## config.mk

```make
export PLATFORM = sky130hd
export DESIGN_NAME = pcmbx_top
export DESIGN_NICKNAME = d
export VERILOG_FILES = /design/src/common/pcmbx_pkg.sv /design/src/hdl/pcmbx_cfg_seq.sv /design/src/hdl/pcmbx_top.sv
export SDC_FILE = /design/constraint.sdc
export NUM_CORES = 1
export LEC_CHECK = 0
export BUFFER_PORTS_ARGS = -buffer_cell sky130_fd_sc_hd__buf_2
export CORE_UTILIZATION = 55
export CTS_CLUSTER_SIZE = 8
export DETAILED_ROUTE_END_ITERATION = 8
export HOLD_SLACK_MARGIN = 0.03
export PLACE_DENSITY_LB_ADDON = 0.12
export SLEW_MARGIN = 30
export SYNTH_ARGS = -nofsm -noshare
export SYNTH_HDL_FRONTEND = slang
export SYNTH_SLANG_ARGS = --single-unit
export TNS_END_PERCENT = 5
```

## constraint.sdc

```tcl
create_clock -name clk_sys_in -period 4.18 [get_ports clk_sys_in]
set_input_delay 0.209 -clock clk_sys_in [delete_from_list [all_inputs] [get_ports clk_sys_in]]
set_output_delay 0.209 -clock clk_sys_in [all_outputs]
set_load 0.05 [all_outputs]
```

## src/common/pcmbx_pkg.sv

```systemverilog
// Package with register map, field positions and carrier types of the config/mailbox block
package pcmbx_pkg;
  localparam logic [31:0] OFS_CFG_DATA   = 32'h0f000c14;
  localparam logic [31:0] OFS_CFG_ADDR   = 32'h0f000c18;
  localparam logic [31:0] OFS_MAILBOX    = 32'h0f000c1c;
  localparam logic [31:0] OFS_INT_CTRL   = 32'h0f000c28;
  localparam logic [31:0] RST_WORD       = 32'h00000000;
  localparam int          FLAG_CLR_BIT   = 28;
  localparam int          FLAG_STAT_BIT  = 4;
  localparam int          MBAR_LSB       = 11;
  localparam int          MBAR_W         = 21;
  localparam logic [MBAR_W-1:0] MBAR_RST = 21'h000000;
  localparam logic [31:0] CFG_ADDR_RO_MASK = 32'h00000002;

  // CPU internal-bus register access
  typedef struct packed {
    logic        req;
    logic        wr;
    logic [31:0] addr;
    logic [31:0] wdata;
  } pcmbx_cpu_req_s;

  // PCI target memory access
  typedef struct packed {
    logic        req;
    logic        wr;
    logic [31:0] addr;
    logic [31:0] wdata;
  } pcmbx_pci_req_s;

  typedef enum logic [1:0] {
    PCMBX_IDLE = 2'b00,
    PCMBX_ADDR = 2'b01,
    PCMBX_DATA = 2'b11
  } pcmbx_cfg_state_e;
endpackage

```

## src/hdl/pcmbx_cfg_seq.sv

```systemverilog
// Configuration cycle sequencer: address phase then data phase
`timescale 1ns/1ps
module pcmbx_cfg_seq (
  input  wire logic        clk_sys_in,
  input  wire logic        nrst_in,
  input  wire logic        start_in,
  input  wire logic        wr_in,
  input  wire logic [31:0] cfg_addr_in,
  input  wire logic [31:0] cfg_data_in,
  input  wire logic        done_in,
  input  wire logic [31:0] rd_data_in,
  output logic             busy_out,
  output logic             ad_oe_out,
  output logic [31:0]      ad_out,
  output logic             addr_phase_out,
  output logic             rd_load_out,
  output logic [31:0]      rd_word_out
);
  pcmbx_pkg::pcmbx_cfg_state_e state_q;
  logic                        wr_q;

  // Phase sequencing
  always_ff @(posedge clk_sys_in or negedge nrst_in) begin
    if (!nrst_in) begin
      state_q <= pcmbx_pkg::PCMBX_IDLE;
      wr_q    <= 1'b0;
    end else begin
      unique case (state_q)
        pcmbx_pkg::PCMBX_IDLE: begin
          if (start_in) begin
            state_q <= pcmbx_pkg::PCMBX_ADDR;
            wr_q    <= wr_in;
          end
        end
        pcmbx_pkg::PCMBX_ADDR: state_q <= pcmbx_pkg::PCMBX_DATA;
        pcmbx_pkg::PCMBX_DATA: begin
          if (done_in) begin
            state_q <= pcmbx_pkg::PCMBX_IDLE;
          end
        end
        default: state_q <= pcmbx_pkg::PCMBX_IDLE;
      endcase
    end
  end

  // Registered pin outputs; address word goes out whole in the address phase
  always_ff @(posedge clk_sys_in or negedge nrst_in) begin
    if (!nrst_in) begin
      ad_out         <= pcmbx_pkg::RST_WORD;
      ad_oe_out      <= 1'b0;
      addr_phase_out <= 1'b0;
      busy_out       <= 1'b0;
      rd_load_out    <= 1'b0;
      rd_word_out    <= pcmbx_pkg::RST_WORD;
    end else begin
      busy_out       <= (state_q != pcmbx_pkg::PCMBX_IDLE) || start_in;
      addr_phase_out <= (state_q == pcmbx_pkg::PCMBX_IDLE) && start_in;
      rd_load_out    <= 1'b0;
      if ((state_q == pcmbx_pkg::PCMBX_IDLE) && start_in) begin
        ad_out    <= cfg_addr_in;
        ad_oe_out <= 1'b1;
      end else if (state_q == pcmbx_pkg::PCMBX_ADDR) begin
        ad_out    <= wr_q ? cfg_data_in : pcmbx_pkg::RST_WORD;
        ad_oe_out <= wr_q;
      end else if ((state_q == pcmbx_pkg::PCMBX_DATA) && done_in) begin
        ad_oe_out <= 1'b0;
        if (!wr_q) begin
          rd_load_out <= 1'b1;
          rd_word_out <= rd_data_in;
        end
      end
    end
  end
endmodule

```

## src/hdl/pcmbx_top.sv

```systemverilog
// Register slice of the PCI host unit: config data/address, mailbox and its access flag
`timescale 1ns/1ps
// Overview of operation
// - 32-bit read/write configuration data register
// - Address register driven on AD in address phase
// - Mailbox read/write from CPU and PCI
// - Mailbox decoded in I/O and PCI memory
// - PCI mailbox access sets flag; CPU does not
// - PCI mailbox address from configuration header base
// - Compare PCI address bits 31 to 11 only
// - Writing one to bit 28 clears flag
module pcmbx_top (
  input  wire logic                      clk_sys_in,
  input  wire logic                      nrst_in,
  input  wire pcmbx_pkg::pcmbx_cpu_req_s cpu_in,
  input  wire logic                      cfg_start_in,
  input  wire logic                      cfg_wr_in,
  input  wire logic                      cfg_done_in,
  input  wire logic [31:0]               cfg_rd_data_in,
  input  wire pcmbx_pkg::pcmbx_pci_req_s pci_in,
  input  wire logic                      mbar_wr_in,
  input  wire logic [31:0]               mbar_wdata_in,
  output logic [31:0]                    cpu_rdata_out,
  output logic                           cpu_ack_out,
  output logic [31:0]                    pci_rdata_out,
  output logic                           pci_hit_out,
  output logic [31:0]                    mbar_rdata_out,
  output logic                           mail_access_flag_out,
  output logic                           cfg_busy_out,
  output logic [31:0]                    ad_out,
  output logic                           ad_oe_out,
  output logic                           addr_phase_out
);
  // Programmer-visible state
  logic [31:0]                     config_data_word_q;
  logic [31:0]                     config_address_word_q;
  logic [31:0]                     mailbox_message_word_q;
  logic [pcmbx_pkg::MBAR_W-1:0]    mailbox_base_address_cfg_q;
  logic                            mail_access_flag_q;
  // Decode, strobes and links to the sequencer
  logic                            cpu_data_sel;
  logic                            cpu_addr_sel;
  logic                            cpu_mail_sel;
  logic                            cpu_ctrl_sel;
  logic                            pci_mail_hit;
  logic                            rd_load;
  logic [31:0]                     rd_word;
  logic                            seq_busy;
  logic                            seq_start;
  logic                            pci_base_match;
  logic                            cpu_data_wr;
  logic                            cpu_addr_wr;
  logic                            cpu_mail_wr;
  logic                            cpu_flag_clr;
  logic                            pci_mail_wr;
  logic [31:0]                     cpu_rd_mux;

  // Internal I/O space decode of the CPU bus
  assign cpu_data_sel = cpu_in.req && (cpu_in.addr == pcmbx_pkg::OFS_CFG_DATA);
  assign cpu_addr_sel = cpu_in.req && (cpu_in.addr == pcmbx_pkg::OFS_CFG_ADDR);
  assign cpu_mail_sel = cpu_in.req && (cpu_in.addr == pcmbx_pkg::OFS_MAILBOX);
  assign cpu_ctrl_sel = cpu_in.req && (cpu_in.addr == pcmbx_pkg::OFS_INT_CTRL);

  // PCI memory decode against the header base, upper 21 bits only
  assign pci_base_match = (pci_in.addr[31:pcmbx_pkg::MBAR_LSB] ==
                           mailbox_base_address_cfg_q);
  assign pci_mail_hit   = pci_in.req && pci_base_match;

  // Write strobes; the address register refuses writes while a cycle runs
  assign cpu_data_wr    = cpu_data_sel && cpu_in.wr;
  assign cpu_addr_wr    = cpu_addr_sel && cpu_in.wr && !seq_busy;
  assign cpu_mail_wr    = cpu_mail_sel && cpu_in.wr;
  assign pci_mail_wr    = pci_mail_hit && pci_in.wr;

  // Write-one clear of the access flag; a zero in that bit does nothing
  assign cpu_flag_clr   = cpu_ctrl_sel && cpu_in.wr &&
                          cpu_in.wdata[pcmbx_pkg::FLAG_CLR_BIT];

  // A start is taken only while the sequencer is idle
  assign seq_start      = cfg_start_in && !seq_busy;

  // Mailbox base held in the configuration header
  always_ff @(posedge clk_sys_in or negedge nrst_in) begin
    if (!nrst_in) begin
      mailbox_base_address_cfg_q <= pcmbx_pkg::MBAR_RST;
    end else if (mbar_wr_in) begin
      mailbox_base_address_cfg_q <= mbar_wdata_in[31:pcmbx_pkg::MBAR_LSB];
    end
  end

  // Configuration data register, loaded by CPU or by a finished read cycle
  always_ff @(posedge clk_sys_in or negedge nrst_in) begin
    if (!nrst_in) begin
      config_data_word_q <= pcmbx_pkg::RST_WORD;
    end else if (rd_load) begin
      config_data_word_q <= rd_word;
    end else if (cpu_data_wr) begin
      config_data_word_q <= cpu_in.wdata;
    end
  end

  // Configuration address register; bit 1 is read-only and stays zero
  always_ff @(posedge clk_sys_in or negedge nrst_in) begin
    if (!nrst_in) begin
      config_address_word_q <= pcmbx_pkg::RST_WORD;
    end else if (cpu_addr_wr) begin
      config_address_word_q <= cpu_in.wdata & ~pcmbx_pkg::CFG_ADDR_RO_MASK;
    end
  end

  // Mailbox word; a PCI write takes priority over a CPU write in the same cycle
  always_ff @(posedge clk_sys_in or negedge nrst_in) begin
    if (!nrst_in) begin
      mailbox_message_word_q <= pcmbx_pkg::RST_WORD;
    end else if (pci_mail_wr) begin
      mailbox_message_word_q <= pci_in.wdata;
    end else if (cpu_mail_wr) begin
      mailbox_message_word_q <= cpu_in.wdata;
    end
  end

  // Access flag: PCI access sets, write-one clears, set wins
  always_ff @(posedge clk_sys_in or negedge nrst_in) begin
    if (!nrst_in) begin
      mail_access_flag_q <= 1'b0;
    end else if (pci_mail_hit) begin
      mail_access_flag_q <= 1'b1;
    end else if (cpu_flag_clr) begin
      mail_access_flag_q <= 1'b0;
    end
  end

  // CPU read-back mux; unmapped addresses read zero
  always_comb begin
    cpu_rd_mux = pcmbx_pkg::RST_WORD;
    if (cpu_data_sel) begin
      cpu_rd_mux = config_data_word_q;
    end else if (cpu_addr_sel) begin
      cpu_rd_mux = config_address_word_q;
    end else if (cpu_mail_sel) begin
      cpu_rd_mux = mailbox_message_word_q;
    end else if (cpu_ctrl_sel) begin
      cpu_rd_mux[pcmbx_pkg::FLAG_STAT_BIT] = mail_access_flag_q;
    end
  end

  // Acknowledge every CPU access one cycle later, mapped or not
  always_ff @(posedge clk_sys_in or negedge nrst_in) begin
    if (!nrst_in) begin
      cpu_ack_out <= 1'b0;
    end else begin
      cpu_ack_out <= cpu_in.req;
    end
  end

  // Read data registered so that it stands beside the acknowledge
  always_ff @(posedge clk_sys_in or negedge nrst_in) begin
    if (!nrst_in) begin
      cpu_rdata_out <= pcmbx_pkg::RST_WORD;
    end else begin
      cpu_rdata_out <= cpu_rd_mux;
    end
  end

  // Mailbox hit pulse toward the PCI side
  always_ff @(posedge clk_sys_in or negedge nrst_in) begin
    if (!nrst_in) begin
      pci_hit_out <= 1'b0;
    end else begin
      pci_hit_out <= pci_mail_hit;
    end
  end

  // PCI read data: the mailbox as it stood before any same-cycle write
  always_ff @(posedge clk_sys_in or negedge nrst_in) begin
    if (!nrst_in) begin
      pci_rdata_out <= pcmbx_pkg::RST_WORD;
    end else begin
      pci_rdata_out <= pci_mail_hit ? mailbox_message_word_q : pcmbx_pkg::RST_WORD;
    end
  end

  // Header view of the mailbox base; the undecoded low bits read zero
  always_ff @(posedge clk_sys_in or negedge nrst_in) begin
    if (!nrst_in) begin
      mbar_rdata_out <= pcmbx_pkg::RST_WORD;
    end else begin
      mbar_rdata_out <= {mailbox_base_address_cfg_q,
                         pcmbx_pkg::RST_WORD[pcmbx_pkg::MBAR_LSB-1:0]};
    end
  end

  // Flag as the interrupt logic sees it
  always_ff @(posedge clk_sys_in or negedge nrst_in) begin
    if (!nrst_in) begin
      mail_access_flag_out <= 1'b0;
    end else begin
      mail_access_flag_out <= mail_access_flag_q;
    end
  end

  // Configuration cycle engine
  pcmbx_cfg_seq u_seq (
    .clk_sys_in     (clk_sys_in),
    .nrst_in        (nrst_in),
    .start_in       (seq_start),
    .wr_in          (cfg_wr_in),
    .cfg_addr_in    (config_address_word_q),
    .cfg_data_in    (config_data_word_q),
    .done_in        (cfg_done_in),
    .rd_data_in     (cfg_rd_data_in),
    .busy_out       (seq_busy),
    .ad_oe_out      (ad_oe_out),
    .ad_out         (ad_out),
    .addr_phase_out (addr_phase_out),
    .rd_load_out    (rd_load),
    .rd_word_out    (rd_word)
  );

  // Busy comes straight from the sequencer's register
  assign cfg_busy_out = seq_busy;
endmodule

```

==> metrics <==
outcome completed; post-layout net count around 1500; switch share 32.4%; count leader, synth dfrtp_1; vias in the first global route between 9000 and 10000; Synth Cell Area 11400 sq um; EDFF count, synth 0; worst-path fanout max 18; CTS H-tree lvls 2; post-synthesis register bit count ~280; Clock power frac around a third; slew of the pin with the lowest slew margin around 0.93 ns; CTS tree built; WP data required 4.57 ns; P&R area growth vs syn 36.4%; pwr dens 548 nW/um^2; ys flop type dfrtp_1; crit path time final 2.85 ns; # fillers around 1300; total number of vias 8938; IO Pins about 340; Setup TNS 0 ns; MaxCap Viol Count 0; critical-path cell list dlygate4sd3_1 > buf_2 > nor3b_1 > nand3b_1 > nor3_1 > nand3_2 > buf_4 > mux2_2; clk sinks 276; Reg2Reg Launch Point mailbox_base_address_cfg_q[10]; Placement Setup Slack 1.03 ns; crit path buf inv count 3; clk_lat worst skew between 0.5 and 0.6 ns; post-synth cell types 42; worst hold path class primary input to flip-flop; largest net degree at the start of global routing 130; Setup CP Type primary input to flip-flop; Rel. slew slack 37.9%; DR DRC count 0; Root Buffer clkbuf_16; initial core utilization 56.2%; CP top delay family simple AND/OR/NAND/NOR gates; Core Util, Final around three quarters; top cells by area, synth dfrtp_1, mux2_1, mux2_2; post-cts resize count 0; initial antenna violation count 3; IO Port Bufs between 300 and 400; Die Y 146 um; Row Count 52; Worst path max stage delay 0.55 ns; grt total ovfl 0; Clock Tree Buf Depth 3; RSZ-0062 raised after global routing no; Core Region 20200 sq um; GPL Wtd Cong about 0.78; first-pass GRT wire length 52.1 mm; register area share after synthesis 60.7%; cell count after synthesis 885; WHS 0.0688 ns; largest area contributor in the netlist dfrtp_1; share of cells above drive strength 1 35.7%; final setup margin 1.33 ns; clk slew on worst S/H paths 0.05 ns; Final Max Tran Viols 0; fin crit share between 60% and 70%; Ys Warns 0; Die ar. approximately 21000 sq um; Switch Pwr 2.76 mW; Initial DRC Count around 500; die outline width between 100 and 150 um; CTS Buf Count 40; syn avg cell area ~13 sq um; leak pwr ~8.5 nW; worst path arrival time about 3.2 ns; Routed wire per std cell 21.0 um; Setup crit start cpu_in[65]; power share of the combinational group 25.0%; Final ANT Viol Nets 0; count of final setup violators 0; Setup crit end kind flip-flop; Routed Wire Length 33.4 mm; vias per cell 5.61; worst-case vdd ir drop 507 uV; Pint 5.75 mW; final hold viol count 0; Crit-path slowest cell nor3b_1; Yosys top cell area share between 60% and 70%; Post-DP HPWL 19.7 mm; fmax 0.351 GHz; clk_skew roughly 0.019 ns; hold_sp cpu_in[1]; crit start category primary input; DRT Pass-1 Iters 6; Global Route Usage Sum 32.3%; Synth top cells by count dfrtp_1, nand2_1, mux2_1; sequential power share 41.9%; Post-synth ARST share between 90% and 100%
[state kept, by name, summed over array words and instances (netlist names)]
register and count:
mailbox_message_word_q 32, u_seq.busy_out 1, mailbox_base_address_cfg_q 21, u_seq.rd_load_out 1
u_seq.addr_phase_out 1, pci_rdata_out 32, u_seq.ad_oe_out 1, mail_access_flag_out 1
u_seq.state_q 2, cpu_rdata_out 32, mail_access_flag_q 1, config_address_word_q 31
u_seq.rd_word_out 32, cpu_ack_out 1, config_data_word_q 32, u_seq.ad_out 32
pci_hit_out 1, mbar_rdata_out 21, u_seq.wr_q 1
[cell usage in the layout (no fill, tap or decap), drive strengths merged, types with 3 or more instances in the layout]
master / netlist / layout
clkbuf: 34 / 42
a32oi: 19 / 19
nand3: 5 / 5
buf: 29 / 324
diode: 0 / 3
xnor2: 21 / 21
nand4: 7 / 7
a2bb2oi: 11 / 11
nand2b: 4 / 4
a222oi: 31 / 31
nor2b: 3 / 3
nand2: 149 / 149
o21ai: 14 / 14
conb: 1 / 11
and3: 32 / 32
dlygate4sd3: 0 / 122
inv: 35 / 35
nor2: 5 / 5
nor3: 4 / 4
dfrtp: 276 / 276
nor4: 6 / 6
mux2: 181 / 181
[per-stage QoR]
step | total power [mW] | cell area [sq um] | cells
2_1_floorplan | 4.91 | 11400 | 895
3_3_place_gp | 5.51 | 13200 | 1424
3_5_place_dp | 5.57 | 13200 | 1424
4_1_cts | 8.50 | 15500 | 1589
5_1_grt | 8.88 | 15500 | 1593
6_report | 8.51 | 15500 | 1594
[logic make-up after synthesis]
| logic type | synth area share (%) |
|---|---|
| and+or+nand+nor | 9.64 |
| other | 0.0330 |
| AOI/OAI and AO/OA | 6.08 |
| muxes | 17.9 |
| DFF | 60.7 |
| xor gates and xnor gates | 1.62 |
| buffers and inverters | 3.98 |
[repair_timing]
action                                 in CTS  in global routing
buffers inserted                            0                  0
endpoints found under the hold margin     247                  0
hold buffers                              122                  0
[metal layers]
| metal | GRT usage, % | wire length, um | vias to the layer above |
|---|---|---|---|
| li1 | - | - | 3958 |
| met1 | 40.2 | 12900 | 4474 |
| met2 | 54.7 | 16900 | 434 |
| met3 | 6.27 | 2410 | 72 |
| met4 | 14.7 | 1220 | 0 |
| met5 | 0 | 0 | - |
[power groups by stage]
stage | Clock, mW | Combinational, mW | Sequential [mW]
5_1_grt | 2.97 | 2.28 | 3.63
3_3_place_gp | 0 | 1.94 | 3.57
2_1_floorplan | 0 | 0.815 | 4.10
6_report | 2.82 | 2.13 | 3.56
4_1_cts | 2.86 | 2.08 | 3.55
3_5_place_dp | 0 | 1.98 | 3.59
[area by class of cell]
type	instances	area, sq um	share of cell area, %
timing repair buffer	446	2960	19.1
sequential	276	6910	44.5
antenna	3	7.51	0.0484
clock inverter	1	30.0	0.194
tap	270	338	2.18
clock buffer	42	1030	6.64
inverter	35	131	0.847
multi-input combinational	521	4110	26.5
[final timing paths]
path	to	slack, ns	cells past startpoint
min in group asynchronous	u_seq.ad_out[10]	0.18	2
setup / recovery	config_address_word_q[21]	1.33	8
setup reg to reg	mailbox_message_word_q[23]	1.50	6
max in group asynchronous	cpu_rdata_out[1]	2.76	4
hold reg to reg	mbar_rdata_out[19]	0.41	0
hold / removal	mailbox_message_word_q[1]	0.07	3
[tightest hold or removal path, cell delays in order]
cell	delay, ns
buf_2	0.09
mux2_1	0.11
mux2_1	0.11
Power figures use the tool's default switching activity.
